==> src/serial_link_tx_map.svh <==
`ifndef SERIAL_LINK_TX_MAP_SVH
`define SERIAL_LINK_TX_MAP_SVH

// ------------------------------------------------------------
// Register indices (byte address is four times the index)
// ------------------------------------------------------------
`define LINK_CTRL4_IDX 12'h574
`define LMFC_OFFSET_IDX 12'h578
`define DEVICE_ID_IDX 12'h580
`define BANK_ID_IDX 12'h581
`define LANE0_ID_IDX 12'h583
`define LANE1_ID_IDX 12'h585
`define SCR_LANES_IDX 12'h58B
`define LINK_STATUS_IDX 12'h590

// ------------------------------------------------------------
// Field positions
// ------------------------------------------------------------
`define START_DELAY_HI 7
`define START_DELAY_LO 4
`define TEST_MODE_HI 2
`define TEST_MODE_LO 0
`define SCR_EN_BIT 7

// ------------------------------------------------------------
// Reset values
// ------------------------------------------------------------
`define START_DELAY_RST 4'h0
`define TEST_MODE_RST 3'h0
`define LMFC_OFFSET_RST 5'h00
`define DEVICE_ID_RST 8'h00
`define BANK_ID_RST 4'h0
`define LANE0_ID_RST 5'h00
`define LANE1_ID_RST 5'h02
`define SCR_EN_RST 1'h1
`define LANES_FIELD 5'h01
`define SCR_SEED 15'h7FFF

// ------------------------------------------------------------
// Link timing and characters
// ------------------------------------------------------------
`define LMFC_LAST 5'h1F
`define ILAS_LAST_MF 2'h3
`define CHAR_K28_5 8'hBC
`define CHAR_K28_0 8'h1C
`define CHAR_K28_3 8'h7C
`define CHAR_K28_4 8'h9C
`define CHAR_D21_5 8'hB5
`define RESP_OKAY 2'h0
`define RESP_SLVERR 2'h2

`endif

==> src/serial_link_tx_pkg.sv <==
package serial_link_tx_pkg;

    typedef enum logic [1:0] {
        ST_SYNC = 2'h0,
        ST_WAIT = 2'h1,
        ST_ILAS = 2'h3,
        ST_DATA = 2'h2
    } link_state_e;

    typedef enum logic [2:0] {
        TM_NORMAL = 3'h0,
        TM_D21_5 = 3'h1,
        TM_RPAT = 3'h4,
        TM_JSPAT = 3'h5,
        TM_JTSPAT = 3'h6
    } test_mode_e;

    typedef struct packed {
        logic [4:0] phase;
    } lmfc_s;

    typedef struct packed {
        logic sync_q1;
        logic sync_q2;
        logic sysref_q1;
        logic sysref_q2;
        logic sysref_d;
        link_state_e state;
        logic [3:0] wait_cnt;
        logic [1:0] mf_cnt;
        logic [3:0] start_delay;
        logic [2:0] test_mode;
        logic [4:0] lmfc_offset;
        logic [7:0] device_id;
        logic [3:0] bank_id;
        logic [4:0] lane0_id;
        logic [4:0] lane1_id;
        logic scr_en;
        logic aw_held;
        logic [11:0] aw_idx;
        logic w_held;
        logic [7:0] w_byte;
        logic w_strb0;
        logic bvalid;
        logic [1:0] bresp;
        logic rvalid;
        logic [7:0] rbyte;
        logic [1:0] rresp;
        logic [14:0] scr0;
        logic [14:0] scr1;
        logic [7:0] lane0_octet;
        logic [7:0] lane1_octet;
        logic lane0_is_k;
        logic lane1_is_k;
        logic [2:0] pattern_sel;
    } tx_state_s;

endpackage

==> src/lmfc_counter.sv <==
`timescale 1ns/1ns
`default_nettype none
`include "serial_link_tx_map.svh"

module lmfc_counter (
    input wire logic aclk,
    input wire logic aresetn,
    input wire logic reload,
    input wire logic [4:0] offset,
    output logic [4:0] phase,
    output logic boundary
);

    serial_link_tx_pkg::lmfc_s r;
    serial_link_tx_pkg::lmfc_s nxt;

    always_comb begin
        nxt = r;
        if (reload) begin
            nxt.phase = offset;
        end else begin
            nxt.phase = r.phase + 5'h01;
        end
    end

    always_ff @(posedge aclk) begin
        if (!aresetn) begin
            r.phase <= 5'h00;
        end else begin
            r <= nxt;
        end
    end

    assign phase = r.phase;
    // Last frame of the multiframe; the next edge is the boundary
    assign boundary = (r.phase == `LMFC_LAST);

endmodule

`default_nettype wire

==> src/serial_link_tx_config.sv <==
// The AXI4-Lite interface to the registers was chosen for this implementation.
`timescale 1ns/1ns
`default_nettype none
`include "serial_link_tx_map.svh"

// Contract
// - Start-delay codes 8 to 15 start alignment on the ninth to sixteenth boundary.
// - Start delay sits in control bits 7:4; codes 0-7 pick boundaries one to eight.
// - Test mode field bits 2:0 resets to 000, meaning normal traffic.
// - Test code 001 sends continuous D21.5 data on every lane.
// - Test codes 100, 101, 110 select modified RPAT, JSPAT, JTSPAT.
// - Each SYSREF rising edge reloads the multiframe phase counter with the offset.
// - Eight-bit device identifier, writable, resets to zero, sent on the link.
// - Four-bit bank identifier in low bits, writable, resets to zero.
// - Five-bit lane zero identifier, writable, resets to zero.
// - Five-bit lane one identifier, writable, resets to two.
// - Scrambling register bit 7 enables scrambling, resets to one.
module serial_link_tx_config (
    input wire logic aclk,
    input wire logic aresetn,
    input wire logic [13:0] s_axi_awaddr,
    input wire logic s_axi_awvalid,
    output logic s_axi_awready,
    input wire logic [31:0] s_axi_wdata,
    input wire logic [3:0] s_axi_wstrb,
    input wire logic s_axi_wvalid,
    output logic s_axi_wready,
    output logic [1:0] s_axi_bresp,
    output logic s_axi_bvalid,
    input wire logic s_axi_bready,
    input wire logic [13:0] s_axi_araddr,
    input wire logic s_axi_arvalid,
    output logic s_axi_arready,
    output logic [31:0] s_axi_rdata,
    output logic [1:0] s_axi_rresp,
    output logic s_axi_rvalid,
    input wire logic s_axi_rready,
    input wire logic sync_request_input_n,
    input wire logic sysref,
    input wire logic [7:0] lane0_data,
    input wire logic [7:0] lane1_data,
    output logic [7:0] lane0_octet,
    output logic lane0_is_k,
    output logic [7:0] lane1_octet,
    output logic lane1_is_k,
    output logic [2:0] test_pattern_sel,
    output logic [1:0] link_state,
    output logic [4:0] lmfc_phase
);

    serial_link_tx_pkg::tx_state_s r;
    serial_link_tx_pkg::tx_state_s nxt;

    logic [4:0] phase;
    logic boundary;
    logic sysref_edge;

    // ------------------------------------------------------------
    // Helpers
    // ------------------------------------------------------------

    function automatic logic reg_hit(input logic [11:0] idx);
        case (idx)
            `LINK_CTRL4_IDX,
            `LMFC_OFFSET_IDX,
            `DEVICE_ID_IDX,
            `BANK_ID_IDX,
            `LANE0_ID_IDX,
            `LANE1_ID_IDX,
            `SCR_LANES_IDX,
            `LINK_STATUS_IDX: reg_hit = 1'b1;
            default: reg_hit = 1'b0;
        endcase
    endfunction

    // Self-synchronous 1 + x^14 + x^15, msb first; returns {state, octet}
    function automatic logic [22:0] scramble(
        input logic [14:0] seed,
        input logic [7:0] din
    );
        logic [14:0] s;
        logic [7:0] o;
        logic b;
        s = seed;
        o = 8'h00;
        b = 1'b0;
        for (int i = 7; i >= 0; i--) begin
            b = din[i] ^ s[14] ^ s[13];
            s = {s[13:0], b};
            o[i] = b;
        end
        scramble = {s, o};
    endfunction

    // Alignment octet for one lane: {is_k, octet}
    function automatic logic [8:0] ilas_octet(
        input logic [4:0] pos,
        input logic [1:0] mf,
        input logic [7:0] did,
        input logic [3:0] bid,
        input logic [4:0] lid,
        input logic scr
    );
        if (pos == 5'h00) begin
            ilas_octet = {1'b1, `CHAR_K28_0};
        end else if (pos == `LMFC_LAST) begin
            ilas_octet = {1'b1, `CHAR_K28_3};
        end else if (mf == 2'h1 && pos == 5'h01) begin
            ilas_octet = {1'b1, `CHAR_K28_4};
        end else if (mf == 2'h1 && pos == 5'h02) begin
            ilas_octet = {1'b0, did};
        end else if (mf == 2'h1 && pos == 5'h03) begin
            ilas_octet = {1'b0, 4'h0, bid};
        end else if (mf == 2'h1 && pos == 5'h04) begin
            ilas_octet = {1'b0, 3'h0, lid};
        end else if (mf == 2'h1 && pos == 5'h05) begin
            ilas_octet = {1'b0, scr, 2'h0, `LANES_FIELD};
        end else begin
            ilas_octet = {1'b0, 3'h0, pos};
        end
    endfunction

    // Reserved codes fall back to normal traffic
    function automatic logic [2:0] legal_mode(input logic [2:0] code);
        case (code)
            serial_link_tx_pkg::TM_D21_5,
            serial_link_tx_pkg::TM_RPAT,
            serial_link_tx_pkg::TM_JSPAT,
            serial_link_tx_pkg::TM_JTSPAT: legal_mode = code;
            default: legal_mode = serial_link_tx_pkg::TM_NORMAL;
        endcase
    endfunction

    // ------------------------------------------------------------
    // Multiframe phase counter
    // ------------------------------------------------------------

    assign sysref_edge = r.sysref_q2 && !r.sysref_d;

    lmfc_counter u_lmfc (
        .aclk(aclk),
        .aresetn(aresetn),
        .reload(sysref_edge),
        .offset(r.lmfc_offset),
        .phase(phase),
        .boundary(boundary)
    );

    // ------------------------------------------------------------
    // Next state
    // ------------------------------------------------------------

    always_comb begin
        logic [11:0] ridx;
        logic [7:0] rb;
        logic [8:0] il0;
        logic [8:0] il1;
        logic [22:0] sc0;
        logic [22:0] sc1;
        logic [2:0] mode;
        ridx = s_axi_araddr[13:2];
        rb = 8'h00;
        il0 = 9'h000;
        il1 = 9'h000;
        sc0 = 23'h000000;
        sc1 = 23'h000000;
        mode = legal_mode(r.test_mode);
        nxt = r;

        // Pin synchronisers
        nxt.sync_q1 = sync_request_input_n;
        nxt.sync_q2 = r.sync_q1;
        nxt.sysref_q1 = sysref;
        nxt.sysref_q2 = r.sysref_q1;
        nxt.sysref_d = r.sysref_q2;

        // Write address and data, taken in either order
        if (s_axi_awvalid && s_axi_awready) begin
            nxt.aw_held = 1'b1;
            nxt.aw_idx = s_axi_awaddr[13:2];
        end
        if (s_axi_wvalid && s_axi_wready) begin
            nxt.w_held = 1'b1;
            nxt.w_byte = s_axi_wdata[7:0];
            nxt.w_strb0 = s_axi_wstrb[0];
        end
        if (r.aw_held && r.w_held) begin
            nxt.aw_held = 1'b0;
            nxt.w_held = 1'b0;
            nxt.bvalid = 1'b1;
            nxt.bresp = reg_hit(r.aw_idx) ? `RESP_OKAY : `RESP_SLVERR;
            if (r.w_strb0) begin
                case (r.aw_idx)
                    `LINK_CTRL4_IDX: begin
                        nxt.start_delay = r.w_byte[`START_DELAY_HI:`START_DELAY_LO];
                        nxt.test_mode = r.w_byte[`TEST_MODE_HI:`TEST_MODE_LO];
                    end
                    `LMFC_OFFSET_IDX: nxt.lmfc_offset = r.w_byte[4:0];
                    `DEVICE_ID_IDX: nxt.device_id = r.w_byte;
                    `BANK_ID_IDX: nxt.bank_id = r.w_byte[3:0];
                    `LANE0_ID_IDX: nxt.lane0_id = r.w_byte[4:0];
                    `LANE1_ID_IDX: nxt.lane1_id = r.w_byte[4:0];
                    `SCR_LANES_IDX: nxt.scr_en = r.w_byte[`SCR_EN_BIT];
                    default: ;
                endcase
            end
        end
        if (r.bvalid && s_axi_bready) begin
            nxt.bvalid = 1'b0;
        end

        // Read channel
        if (s_axi_arvalid && s_axi_arready) begin
            case (ridx)
                `LINK_CTRL4_IDX: rb = {r.start_delay, 1'b0, r.test_mode};
                `LMFC_OFFSET_IDX: rb = {3'h0, r.lmfc_offset};
                `DEVICE_ID_IDX: rb = r.device_id;
                `BANK_ID_IDX: rb = {4'h0, r.bank_id};
                `LANE0_ID_IDX: rb = {3'h0, r.lane0_id};
                `LANE1_ID_IDX: rb = {3'h0, r.lane1_id};
                `SCR_LANES_IDX: rb = {r.scr_en, 2'h0, `LANES_FIELD};
                `LINK_STATUS_IDX: rb = {1'b0, r.state, phase};
                default: rb = 8'h00;
            endcase
            nxt.rvalid = 1'b1;
            nxt.rbyte = rb;
            nxt.rresp = reg_hit(ridx) ? `RESP_OKAY : `RESP_SLVERR;
        end else if (r.rvalid && s_axi_rready) begin
            nxt.rvalid = 1'b0;
        end

        // Link sequencing
        case (r.state)
            serial_link_tx_pkg::ST_SYNC: begin
                if (r.sync_q2) begin
                    nxt.state = serial_link_tx_pkg::ST_WAIT;
                    nxt.wait_cnt = r.start_delay;
                end
            end
            serial_link_tx_pkg::ST_WAIT: begin
                if (boundary) begin
                    if (r.wait_cnt == 4'h0) begin
                        nxt.state = serial_link_tx_pkg::ST_ILAS;
                        nxt.mf_cnt = 2'h0;
                    end else begin
                        nxt.wait_cnt = r.wait_cnt - 4'h1;
                    end
                end
            end
            serial_link_tx_pkg::ST_ILAS: begin
                if (boundary) begin
                    if (r.mf_cnt == `ILAS_LAST_MF) begin
                        nxt.state = serial_link_tx_pkg::ST_DATA;
                        nxt.scr0 = `SCR_SEED;
                        nxt.scr1 = `SCR_SEED;
                    end else begin
                        nxt.mf_cnt = r.mf_cnt + 2'h1;
                    end
                end
            end
            serial_link_tx_pkg::ST_DATA: ;
            default: nxt.state = serial_link_tx_pkg::ST_SYNC;
        endcase
        // A renewed sync request restarts alignment from any state
        if (!r.sync_q2) begin
            nxt.state = serial_link_tx_pkg::ST_SYNC;
        end

        // Lane octets
        il0 = ilas_octet(phase, r.mf_cnt, r.device_id, r.bank_id, r.lane0_id, r.scr_en);
        il1 = ilas_octet(phase, r.mf_cnt, r.device_id, r.bank_id, r.lane1_id, r.scr_en);
        sc0 = scramble(r.scr0, lane0_data);
        sc1 = scramble(r.scr1, lane1_data);
        case (r.state)
            serial_link_tx_pkg::ST_ILAS: begin
                {nxt.lane0_is_k, nxt.lane0_octet} = il0;
                {nxt.lane1_is_k, nxt.lane1_octet} = il1;
            end
            serial_link_tx_pkg::ST_DATA: begin
                nxt.lane0_is_k = 1'b0;
                nxt.lane1_is_k = 1'b0;
                if (r.scr_en) begin
                    nxt.lane0_octet = sc0[7:0];
                    nxt.lane1_octet = sc1[7:0];
                    nxt.scr0 = sc0[22:8];
                    nxt.scr1 = sc1[22:8];
                end else begin
                    nxt.lane0_octet = lane0_data;
                    nxt.lane1_octet = lane1_data;
                end
            end
            default: begin
                nxt.lane0_is_k = 1'b1;
                nxt.lane1_is_k = 1'b1;
                nxt.lane0_octet = `CHAR_K28_5;
                nxt.lane1_octet = `CHAR_K28_5;
            end
        endcase

        // Test characters override the link traffic on both lanes
        if (mode == serial_link_tx_pkg::TM_D21_5) begin
            nxt.lane0_is_k = 1'b0;
            nxt.lane1_is_k = 1'b0;
            nxt.lane0_octet = `CHAR_D21_5;
            nxt.lane1_octet = `CHAR_D21_5;
        end
        // The long patterns come from the pattern source downstream
        nxt.pattern_sel = mode;
    end

    // ------------------------------------------------------------
    // State register
    // ------------------------------------------------------------

    always_ff @(posedge aclk) begin
        if (!aresetn) begin
            r.sync_q1 <= 1'b0;
            r.sync_q2 <= 1'b0;
            r.sysref_q1 <= 1'b0;
            r.sysref_q2 <= 1'b0;
            r.sysref_d <= 1'b0;
            r.state <= serial_link_tx_pkg::ST_SYNC;
            r.wait_cnt <= 4'h0;
            r.mf_cnt <= 2'h0;
            r.start_delay <= `START_DELAY_RST;
            r.test_mode <= `TEST_MODE_RST;
            r.lmfc_offset <= `LMFC_OFFSET_RST;
            r.device_id <= `DEVICE_ID_RST;
            r.bank_id <= `BANK_ID_RST;
            r.lane0_id <= `LANE0_ID_RST;
            r.lane1_id <= `LANE1_ID_RST;
            r.scr_en <= `SCR_EN_RST;
            r.aw_held <= 1'b0;
            r.aw_idx <= 12'h000;
            r.w_held <= 1'b0;
            r.w_byte <= 8'h00;
            r.w_strb0 <= 1'b0;
            r.bvalid <= 1'b0;
            r.bresp <= 2'h0;
            r.rvalid <= 1'b0;
            r.rbyte <= 8'h00;
            r.rresp <= 2'h0;
            r.scr0 <= `SCR_SEED;
            r.scr1 <= `SCR_SEED;
            r.lane0_octet <= `CHAR_K28_5;
            r.lane1_octet <= `CHAR_K28_5;
            r.lane0_is_k <= 1'b1;
            r.lane1_is_k <= 1'b1;
            r.pattern_sel <= 3'h0;
        end else begin
            r <= nxt;
        end
    end

    // ------------------------------------------------------------
    // Outputs
    // ------------------------------------------------------------

    // Held beats block new ones until the response is consumed
    assign s_axi_awready = !r.aw_held && !r.bvalid;
    assign s_axi_wready = !r.w_held && !r.bvalid;
    assign s_axi_bvalid = r.bvalid;
    assign s_axi_bresp = r.bresp;
    assign s_axi_arready = !r.rvalid;
    assign s_axi_rvalid = r.rvalid;
    assign s_axi_rdata = {24'h000000, r.rbyte};
    assign s_axi_rresp = r.rresp;

    assign lane0_octet = r.lane0_octet;
    assign lane1_octet = r.lane1_octet;
    assign lane0_is_k = r.lane0_is_k;
    assign lane1_is_k = r.lane1_is_k;
    assign test_pattern_sel = r.pattern_sel;
    assign link_state = r.state;
    assign lmfc_phase = phase;

endmodule

`default_nettype wire

==> config.mk <==
export PLATFORM = sky130hd
export DESIGN_NAME = serial_link_tx_config
export DESIGN_NICKNAME = d
export VERILOG_FILES = /design/src/serial_link_tx_pkg.sv /design/src/lmfc_counter.sv /design/src/serial_link_tx_config.sv
export VERILOG_INCLUDE_DIRS = /design/src
export SDC_FILE = /design/constraint.sdc
export NUM_CORES = 1
export LEC_CHECK = 0
export BUFFER_PORTS_ARGS = -buffer_cell sky130_fd_sc_hd__buf_4
export CORE_MARGIN = 1.5
export CORE_UTILIZATION = 59
export CTS_CLUSTER_DIAMETER = 40
export DETAILED_ROUTE_END_ITERATION = 8
export GPL_ROUTABILITY_DRIVEN = 0
export PLACE_DENSITY = 0.86
export SLEW_MARGIN = 20
export SYNTH_ARGS = -nofsm -noshare
export SYNTH_HDL_FRONTEND = slang
export SYNTH_SLANG_ARGS = --single-unit
==> constraint.sdc <==
create_clock -name aclk -period 7.2 [get_ports aclk]
set_clock_uncertainty 0.2 [all_clocks]
set_input_delay 1.44 -clock aclk [delete_from_list [all_inputs] [get_ports aclk]]
set_output_delay 1.44 -clock aclk [all_outputs]
set_load 0.02 [all_outputs]
; After elaboration in Yosys (flattened, before gate mapping)
; Index checks and enable logic that the tools add are counted.
[word_totals]
in_bits = 89
regBits = 141
word_cells = 198
[op_classes]
reduce_logical = 43
n_bitwise = 33
n_addsub = 3
mux = 44
n_eq_ne = 39
[ops]
columns = op, count
row1 = == test 12 x 11 -> 1 bit (second input constant), 16
row2 = two-way mux 30 bit, 5
row3 = two-way mux 9 bit, 9
row4 = case mux 8 bit (8 select lines), 1
row5 = two-way mux 8 bit, 5
row6 = case mux 18 bit (2 select lines), 1
row7 = bitwise XOR 1 bit, 32
row8 = AND reduction 3 bit, 7
row9 = two-way mux 16 bit, 1
row10 = two-way mux 2 bit, 8
row11 = OR reduction 8 bit, 2
row12 = logical AND 1 bit, 14
row13 = two-way mux 14 bit, 1
row14 = inequality test 2 bit (second input constant), 7
row15 = == test 5 x 2 -> 1 bit (second input constant), 2
row16 = == test 5 x 3 -> 1 bit (second input constant), 2
row17 = == test 3 bit (second input constant), 3
row18 = case mux 4 bit (2 select lines), 1
row19 = == test 2 bit (second input constant), 3
row20 = == test 3 x 1 -> 1 bit (second input constant), 2
row21 = two-way mux 1 bit, 6
row22 = two-way mux 6 bit, 1
row23 = case mux 2 bit (3 select lines), 1
row24 = AND reduction 6 bit, 1
row25 = 22 further kinds, 31

; Logic depth before layout (Yosys ltp)
; Gate-level depths: netlist of the first run.
[logic_depth]
ltp_word = 11
depth_mapped = 10
ltp_nobuf = 7

; Cells and area by module
; A second synthesis of the first run with hierarchy kept.
[unflattened]
hier_cells = 815
area_unflattened_um2 = 7085.5
[modules_own_cells]
columns = module, cells_per_inst, area_each_um2, n_inst
row1 = serial_link_tx_config, 791, 6829.0, 1
row2 = lmfc_counter, 24, 256.5, 1

; Least setup slack after synthesis of the first run
; OpenSTA, ideal clock, no wires.
[synth_timing]
kind = input-to-reg
startpoint = input s_axi_araddr[6]
endpoint = register r (netlist bit s_axi_rdata[2])
stages = 6
arrival_time_ns = 2.810
path_slack_ns = 4.116
setup_ns = 0.074
cell_sequence = buf_2 -> nor4b_1 -> nand3_1 -> o32ai_1 -> a211oi_1 -> o21ai_0
[synth_between]
elab_chain_cells = 2
elab_cells_between_ends = 9
cone_classes = eq/ne (8) / mux (1)
[synth_rtl]
columns = element, line
row1 = "start, declared", serial_link_tx_config.sv:31  ; input wire logic [13:0] s_axi_araddr,
row2 = == test 12 x 11 -> 1 bit, serial_link_tx_config.sv:214  ; case (ridx)
row3 = case mux 8 bit (8 select lines) (*), serial_link_tx_config.sv:214
row4 = "end, declared", serial_link_tx_config.sv:51  ; serial_link_tx_pkg::tx_state_s r;
; Every way passes the cells marked *; elsewhere a longest branch is shown, timed or not.
; A chain may end at the register's enable or synchronous reset.

==> out/results.ini, run 1 <==
[status]
status = finished clean

[critical_path]
worstPathMaxFanout = 59
cp_slowest_stage_delay_ps = 550
crit_family = buffers and inverters
reg2regPathDepth = 6
crit_buf_inv = 3
crit_required_ps = 7350
worstPathArrival_ps = 3270
worstSetupStartpointType = input port
worstSetupEndpointType = register
crit_path_start = aresetn
r2r-start = u_lmfc.phase[0]
cp_slowest_cell = a21oi_1
crit_type = input port to register
crit_top_cell = buf_4
path_cells = buf_4, inv_2, buf_4, a21oi_1, nand2_1, o21ai_0
path_depth = 6

[layout]
fin_util = 0.707
final_cell_area_sq_mm = 0.00811
drive_above_1_share = 0.166
n_antenna_cell = 0
area_growth_pct = 16.8
fin_nets = 986
fillers = 874

[clock_network]
cts-resized-gates = 0
cts_made_buffers = 17
clk_latency_ps = 420
post_cts_buffers = 0
path_clk_slew_ps = 60
cts_hold_buf = 0
clock_path_buffers = 2
cts_sinks = 138
cts_max_level = 4
cts_tree = yes
cts-root-buf = clkbuf_16

[yosys]
synth_xor_xnor_area_share = 0.0618
muxShareOfSynthArea = 0.0290
ys_async_sr_fraction = 0
synth-main-ff-cell = dfxtp_1
netlist_instances = 845
synthSimpleGateAreaFrac = 0.210
synth_area_per_cell_sq_um = 8.22
ys_ff_latch = 138
yosysTopAreaCellShare = 0.398
synth_top_family_by_area = simple AND/OR/NAND/NOR gates
yosysWarnings = 0
synth_area_leaders = dfxtp_1 40%, nand2_1 7.7%, buf_4 6.3%
synth.most_common_cell = nand2_1
synth_common_cells = 142 x nand2_1, 138 x dfxtp_1, 65 x a21oi_1
synthAdderAreaFrac = 0.0144
ys_seq_area_frac = 0.398
synth_cell_types = 68
synth_largest_area_cell = dfxtp_1
synth_area_sq_mm = 0.00695
synth_compound_area_frac = 0.191
synth_edf_count = 0

[floorplan]
core_area_sq_mm = 0.0115
start_util = 0.606
die_h_microns = 112
row_count = 39
die_x_microns = 112
die_area_sq_mm = 0.0124
ios = 158

[power_and_ir_drop]
ir_drop_mv = 0.223
powerDensity_mw_per_mm2 = 247
power.leakage_nw = 3.02

[min_path]
min_path_type = register to register
min_path_cells = 1
worstHoldStart = nxt[134]

[route]
ant_nets = 0
wirelength_microns = 17200
drt-initial-drc-count = 562
viasPerCell = 5.85
vias = 6113
drcViolationCount = 0
detail_route.wl_per_cell_microns = 16.5
first_pass_iters = 5

[placed_design]
hpwl_microns = 11600
dpl-instance-area_sq_mm = 0.00739
pre_cts_ws_ps = 3640
port_buffers = 100

[sta]
setup_viol = 0
slew_viol_final = 0
relSlewSlack = 0.328
fin_tns_setup_ps = 0
hold_violations = 0
period_minus_slack_ps = 3130
layout_setup_ws_ps = 4070
rsz0062_at_grt = no
worst_slew_pin_slew_ps = 1010
fin_crit_sh = 0.434
fmax_mhz = 320

[global_route]
grt_pass1_wl_microns = 27800
grt_max_degree = 60
antenna_found_initial = 0
grt_pass1_vias = 5722
grt_overflow_total = 0
grt_usage = 0.280

[run]
maxCapViolations = 0

area by class of cell:
type	count	area (sq um)	area share
multi-input cells	613	3610	0.445
clock buffers	17	425	0.0525
well taps	143	179	0.0221
inverters	16	60.1	0.00741
clock inverters	15	297	0.0366
flip-flops and latches	138	2760	0.341
repair buffers	103	773	0.0954
power by group:
group / internal [mW] / switching (mW)
logic: 0.0599 / 0.0852
clock network: 0.721 / 0.340
registers: 0.778 / 0.0203
total: 1.56 / 0.445
flip-flops by register name, indices dropped and copies added (netlist names):
signal	flops
lane0_octet	8
link_state	2
lane1_octet	8
u_lmfc.phase	5
r	96
s_axi_rdata	8
nxt	3
s_axi_bresp	1
test_pattern_sel	3
lane0_is_k	1
s_axi_bvalid	1
s_axi_rresp	1
s_axi_rvalid	1
layer usage:
metal  GRT usage  up-vias  wire length [microns]  part of all wire
met5           0        -                      0                 0
met4       0.115        0                    521             0.030
met3      0.0751       49                   1410             0.082
met2       0.452      288                   7860              0.46
met1       0.356     2824                   7400              0.43
li1            -     2952                      -                 -
through the flow:
step | hold slack [ps] | cells | power (mW)
3_3_place_gp | 215 | 1013 | 0.953
6_report | 232 | 1045 | 2.00
4_1_cts | 235 | 1045 | 2.01
5_1_grt | 240 | 1045 | 2.06
2_1_floorplan | 212 | 870 | 0.912
3_5_place_dp | 221 | 1013 | 0.956
kinds of logic after synthesis:
logic type               count (synthesis)
AO/OA/AOI/OAI                          214
XOR/XNOR                                49
adder cells (fa/ha/maj)                  8
buffers and inverters                  119
flip-flops                             138
multiplexers                            20
other                                    1
AND/OR/NAND/NOR                        296
layout by cell type, fill, tap and decap left out, types with 19 or more instances in the layout:
cell type	count
nand2_1	142
mux2i_1	19
buf_4	103
o21ai_0	46
dfxtp_1	138
conb_1	26
o22ai_1	35
xnor2_1	44
nor2_1	57
a21oi_1	65
final timing paths:
path / endpoint / slack, ps
min: r[134] / 230
min reg2reg: r[134] / 230
max reg2reg: lane1_octet[3] / 4130
max: s_axi_rdata[6] / 4070
(Power assumes the default switching activity.)
==> run 2, diff against run 1 <==
Settings changed: CORE_UTILIZATION 59 to 54, PLACE_DENSITY 0.86 to 0.8.
Clock period 7.2 ns to 3.25 ns, I/O delays scaled along.
==> run 2 against run 1 <==
  * Critical path depth rose by 1
  * Flip-flop and latch count did not move
  * Power rose by 100%
  * Combinational power rose by 120%
  * Largest cell class unchanged
  * Critical endpoint is now r[125]
==> out/results.ini, run 2 (synthesized netlist as in run 1, its figures left out) <==
[status]
status = finished clean

[floorplan]
row_count = 41  ; +5.1%
ios = 158  ; unchanged
die_x_microns = 116  ; +4.4%
start_util = 0.553  ; -0.0531
die_h_microns = 116  ; +4.4%
core_area_sq_mm = 0.0126  ; +9.6%
die_area_sq_mm = 0.0136  ; +9.0%

[critical_path]
worstSetupEndpointType = register
crit_required_ps = 3390  ; -3960 ps
r2r-end = r[125]
regToRegSetupSlack_ps = 450  ; -3680 ps
worstSetupStartpointType = register
worstPathArrival_ps = 2940  ; -330 ps
r2r-start = u_lmfc.phase[1]
crit_type = register to register
reg2regPathDepth = 7  ; +1
worstPathMaxFanout = 12  ; -80%

[layout]
area_growth_pct = 16.8  ; unchanged
fillers = 1077  ; +23%
fin_nets = 997  ; +1.1%
largest-register = r
drive_above_1_share = 0.174  ; +0.00804
n_antenna_cell = 0  ; unchanged
mostFrequentLayoutCells = 142 x nand2_1, 138 x dfxtp_1, 114 x buf_4, 65 x a21oi_1, 57 x nor2_1
largest_reg_flops = 96  ; unchanged
final_common_cell = nand2_1

[global_route]
grt_pass1_vias = 5489  ; -4.1%
grt.met3_usage = 0.0623  ; -0.0128
grt_pass1_wl_microns = 26900  ; -3.1%
use_met1 = 0.346  ; -0.00958
grt_use_met2 = 0.406  ; -0.0457
grt_max_degree = 46  ; -23%
grt_overflow_total = 0  ; unchanged
grt_usage = 0.258  ; -0.0218
antenna_found_initial = 0  ; unchanged
top_usage_layer = met2

[sta]
fin_tns_setup_ps = 0  ; unchanged
rsz0062_at_grt = no
period_minus_slack_ps = 2800
fin_crit_sh = 0.861
hold_ws_ps = 216  ; -15.4 ps
relSlewSlack = 0.459  ; +0.131
setup_viol = 0  ; unchanged
slew_viol_final = 0  ; unchanged
fmax_mhz = 357
hold_violations = 0  ; unchanged
layout_setup_ws_ps = 450  ; -3620 ps
worst_slew_pin_slew_ps = 805  ; -201 ps

[power_and_ir_drop]
powerDensity_mw_per_mm2 = 498  ; +100%
total_power_mw = 4.04  ; +100%
ir_drop_mv = 0.391  ; +75%
power.leakage_nw = 3.01  ; -0.42%

[route]
detail_route.wl_per_cell_microns = 15.6  ; -5.3%
ant_nets = 0  ; unchanged
drcViolationCount = 0  ; unchanged
viasPerCell = 5.61  ; -4.2%
vias = 6077  ; -0.59%
wirelength_microns = 16900  ; -1.8%
first_pass_iters = 6  ; +1
drt-initial-drc-count = 504  ; -10%

[clock_network]
clk_latency_ps = 420  ; about the same
cts_sinks = 138  ; unchanged
cts_tree = yes
clock_path_buffers = 2  ; unchanged
cts_max_level = 4  ; unchanged
path_clk_slew_ps = 60  ; about the same
cts-root-buf = clkbuf_16
cts-resized-gates = 0  ; unchanged
cts_made_buffers = 17  ; unchanged
post_cts_buffers = 0  ; unchanged
cts_hold_buf = 0  ; unchanged

[placed_design]
hpwl_microns = 12100  ; +4.0%
port_buffers = 100  ; unchanged
pre_cts_ws_ps = 588  ; -3060 ps

[min_path]
holdPathEnd = s_axi_rvalid
worstHoldStart = s_axi_rready
min_path_type = input port to register
min_path_cells = 2  ; +1

[run]
maxCapViolations = 0  ; unchanged

==> run 2: changes by cell type in the layout (fill, tap and decap cells not counted) <==
cell / delta
bufinv_16: -5
buf_4: +11
clkinv_2: +1
clkbuf_8: +2
clkbuf_1: +1
clkinv_4: -4
clkinvlp_4: +4
==> run 2: worst max-delay path, cell delays in order (launching register included) <==
cell and delay [ps]:
dfxtp_1 530, ha_1 420, and3_1 210, ha_1 430
nand3_1 160, a21oi_1 410, o211ai_1 170, a31oi_1 190
==> run 2: metal layers <==
layer | vias to the layer above | wire [microns]
li1 | 2966 | -
met5 | - | 0
met1 | 2820 | 7330
met4 | 0 | 217
met3 | 22 | 1420
met2 | 269 | 7930
==> run 2: cell type report <==
| type | instances | area (sq um) | share of cell area |
|---|---|---|---|
| timing repair buffer | 114 | 856 | 0.106 |
| multi-input combinational | 613 | 3610 | 0.445 |
| clock inverter | 11 | 146 | 0.0181 |
| tap | 172 | 215 | 0.0265 |
| clock buffer | 20 | 457 | 0.0563 |
| inverter | 16 | 60.1 | 0.00741 |
| sequential | 138 | 2760 | 0.341 |
==> run 2: how the worst max path moves through the flow <==
stage | cells past startpoint | endpoint | startpoint
floorplan | 10 | r[21] | u_lmfc.phase[0]
detailed placement | 7 | r[125] | u_lmfc.phase[1]
global route | 7 | r[125] | u_lmfc.phase[1]
CTS | 7 | r[125] | u_lmfc.phase[1]
global placement | 6 | lane1_octet[3] | u_lmfc.phase[1]
finish | 7 | r[125] | u_lmfc.phase[1]
==> run 2: power breakdown <==
part / total, mW / switching (mW) / internal [mW]
combinational: 0.326 / 0.190 / 0.136
sequential: 1.76 / 0.0406 / 1.72
clock: 1.95 / 0.713 / 1.24
total: 4.04 / 0.944 / 3.10
==> run 2: metrics by stage <==
stage | std cells | area [sq um] | utilization
6_report | 1084 | 8110 | 0.645
4_1_cts | 1084 | 8110 | 0.645
3_5_place_dp | 1053 | 7510 | 0.597
5_1_grt | 1084 | 8110 | 0.645
3_3_place_gp | 1053 | 7510 | 0.597
2_1_floorplan | 870 | 7040 | -
==> run 3, diff against run 2 <==
Settings changed: CORE_ASPECT_RATIO set to 1.25.
==> run 3 against run 2 <==
  * Non-clock buffer count shrank 1
  * Combinational power barely moved
  * Utilization grew 0.14 points
  * Sequential share of layout area down 0.17 points
  * Count of clock-buffer cells in the layout shrank 2
  * Sequential power about the same
  * Hold slack worse by 6.7 ps
  * Critical path type unchanged
==> out/results.ini, run 3 (synthesized netlist as in run 1, its figures left out) <==
[critical_path]
crit_type = register to register
crit_top_cell = ha_1
cp_slowest_cell = a2111oi_0
cp_slowest_stage_delay_ps = 590  ; +60 ps
worstSetupStartpointType = register
worstPathMaxFanout = 12  ; unchanged
reg2regPathDepth = 6  ; -1
worstSetupEndpointType = register
path_cells = ha_1, and3_1, ha_1, or3_1, a2111oi_0, o31ai_1
crit_required_ps = 3330  ; -60 ps
worstPathArrival_ps = 2770  ; -170 ps
regToRegSetupSlack_ps = 560  ; +110 ps
r2r-end = lane1_octet[3]
crit_buf_inv = 0  ; unchanged
r2r-start = u_lmfc.phase[0]
crit_family = compound AO/OA/AOI/OAI gates

[sta]
fmax_mhz = 371  ; +4.0%
setup_viol = 0  ; unchanged
fin_crit_sh = 0.828  ; -0.0329
worst_slew_pin_slew_ps = 772  ; -32.9 ps
slew_viol_final = 0  ; unchanged
layout_setup_ws_ps = 557  ; +107 ps
rsz0062_at_grt = no
hold_violations = 0  ; unchanged
period_minus_slack_ps = 2690  ; -107 ps
relSlewSlack = 0.484  ; +0.0253
fin_tns_setup_ps = 0  ; unchanged

[route]
viasPerCell = 5.67  ; +1.1%
first_pass_iters = 5  ; -1
drcViolationCount = 0  ; unchanged
detail_route.wl_per_cell_microns = 15.9  ; +1.9%
ant_nets = 0  ; unchanged
drt-initial-drc-count = 462  ; -8.3%
wirelength_microns = 17200  ; +1.5%
vias = 6124  ; +0.77%

[placed_design]
placedCellCount = 1048  ; -0.47%
hpwl_microns = 12000  ; -0.57%
port_buffers = 100  ; unchanged
pre_cts_ws_ps = 623  ; +35.2 ps

[run]
maxCapViolations = 0  ; unchanged

[global_route]
grt_max_degree = 50  ; +8.7%
grt_pass1_wl_microns = 27400  ; +1.7%
grt_usage = 0.254  ; -0.00332
antenna_found_initial = 0  ; unchanged
grt_overflow_total = 0  ; unchanged
grt_pass1_vias = 5557  ; +1.2%

[layout]
fin_util = 0.647  ; +0.00142
drive_above_1_share = 0.175  ; +0.00110
largest_reg_flops = 96  ; unchanged
mostFrequentLayoutCells = 142 x nand2_1, 138 x dfxtp_1, 113 x buf_4, 65 x a21oi_1, 57 x nor2_1
final_common_cell = nand2_1
area_growth_pct = 17.3
n_antenna_cell = 0  ; unchanged
fillers = 1066  ; -1.0%
fin_cells = 1080  ; -0.37%
register_area_sq_mm = 0.00276  ; unchanged
multi_input_area_sq_mm = 0.00361  ; unchanged
fin_nets = 996  ; -0.10%
largest-register = r

[clock_network]
cts_made_buffers = 17  ; unchanged
cts_tree = yes
cts_max_level = 4  ; unchanged
cts_hold_buf = 0  ; unchanged
post_cts_buffers = 0  ; unchanged
cts-root-buf = clkbuf_16
clock_path_buffers = 2  ; unchanged
clk_latency_ps = 420  ; about the same
cts-resized-gates = 0  ; unchanged
path_clk_slew_ps = 60  ; about the same
cts_sinks = 138  ; unchanged

[floorplan]
die_x_microns = 104  ; -10%
die_h_microns = 130  ; +11%
start_util = 0.551  ; -0.00159
row_count = 46  ; +12%
core_area_sq_mm = 0.0126  ; +0.29%
ios = 158  ; unchanged
die_area_sq_mm = 0.0136  ; about the same

[min_path]
min_path_type = input port to register
worstHoldStart = s_axi_rready
holdPathEnd = s_axi_rvalid
min_path_cells = 2  ; unchanged

[power_and_ir_drop]
p_int_mw = 3.25  ; +4.8%
pwr-share-seq = 0.417  ; -0.019
power.leakage_nw = 3.04  ; +0.93%
p_clk_frac = 0.507  ; +0.024
power_frac_comb = 0.077  ; -0.004
swShare = 0.234  ; +0.000532
p_sw_uw = 991  ; +5.1%
powerDensity_mw_per_mm2 = 520  ; +4.3%
ir_drop_mv = 0.349  ; -11%

[status]
status = finished clean

## run 3: worst max-delay path by stage
stage / from / endpoint / cells past startpoint
3_3_place_gp: u_lmfc.phase[0] / lane1_octet[3] / 6
5_1_grt: u_lmfc.phase[0] / r[125] / 7
6_report: u_lmfc.phase[0] / lane1_octet[3] / 6
3_5_place_dp: u_lmfc.phase[0] / lane1_octet[3] / 6
2_1_floorplan: u_lmfc.phase[0] / r[21] / 10
4_1_cts: u_lmfc.phase[0] / lane1_octet[3] / 6
## run 3: per-layer routing
metal	vias to the layer above	track usage	share of wire
li1	2971	-	-
met1	2840	0.307	0.41
met2	261	0.440	0.49
met3	52	0.0529	0.065
met4	0	0.111	0.029
met5	-	0	0
## run 3: cell type report
| cell class | count | share of cell area |
|---|---|---|
| multi-input cells | 613 | 0.443 |
| clock buffers | 18 | 0.0539 |
| clock inverters | 14 | 0.0267 |
| flip-flops and latches | 138 | 0.339 |
| well taps | 168 | 0.0258 |
| inverters | 16 | 0.00737 |
| repair buffers | 113 | 0.104 |
## run 3: metrics by stage
step / cell area [sq um] / hold slack [ps] / power (mW)
finish: 8150 / 210 / 4.24
global route: 8150 / 208 / 4.38
CTS: 8150 / 206 / 4.25
detailed placement: 7490 / 222 / 2.12
global placement: 7490 / 218 / 2.12
floorplan: 7040 / 212 / 2.02
## run 3: power by group through the flow
stage               clock, mW  sequential, mW  combinational, mW
floorplan                   0            1.79              0.227
global placement            0            1.80              0.319
detailed placement          0            1.80              0.322
CTS                      2.17            1.76              0.324
global route             2.26            1.77              0.353
finish                   2.15            1.77              0.324
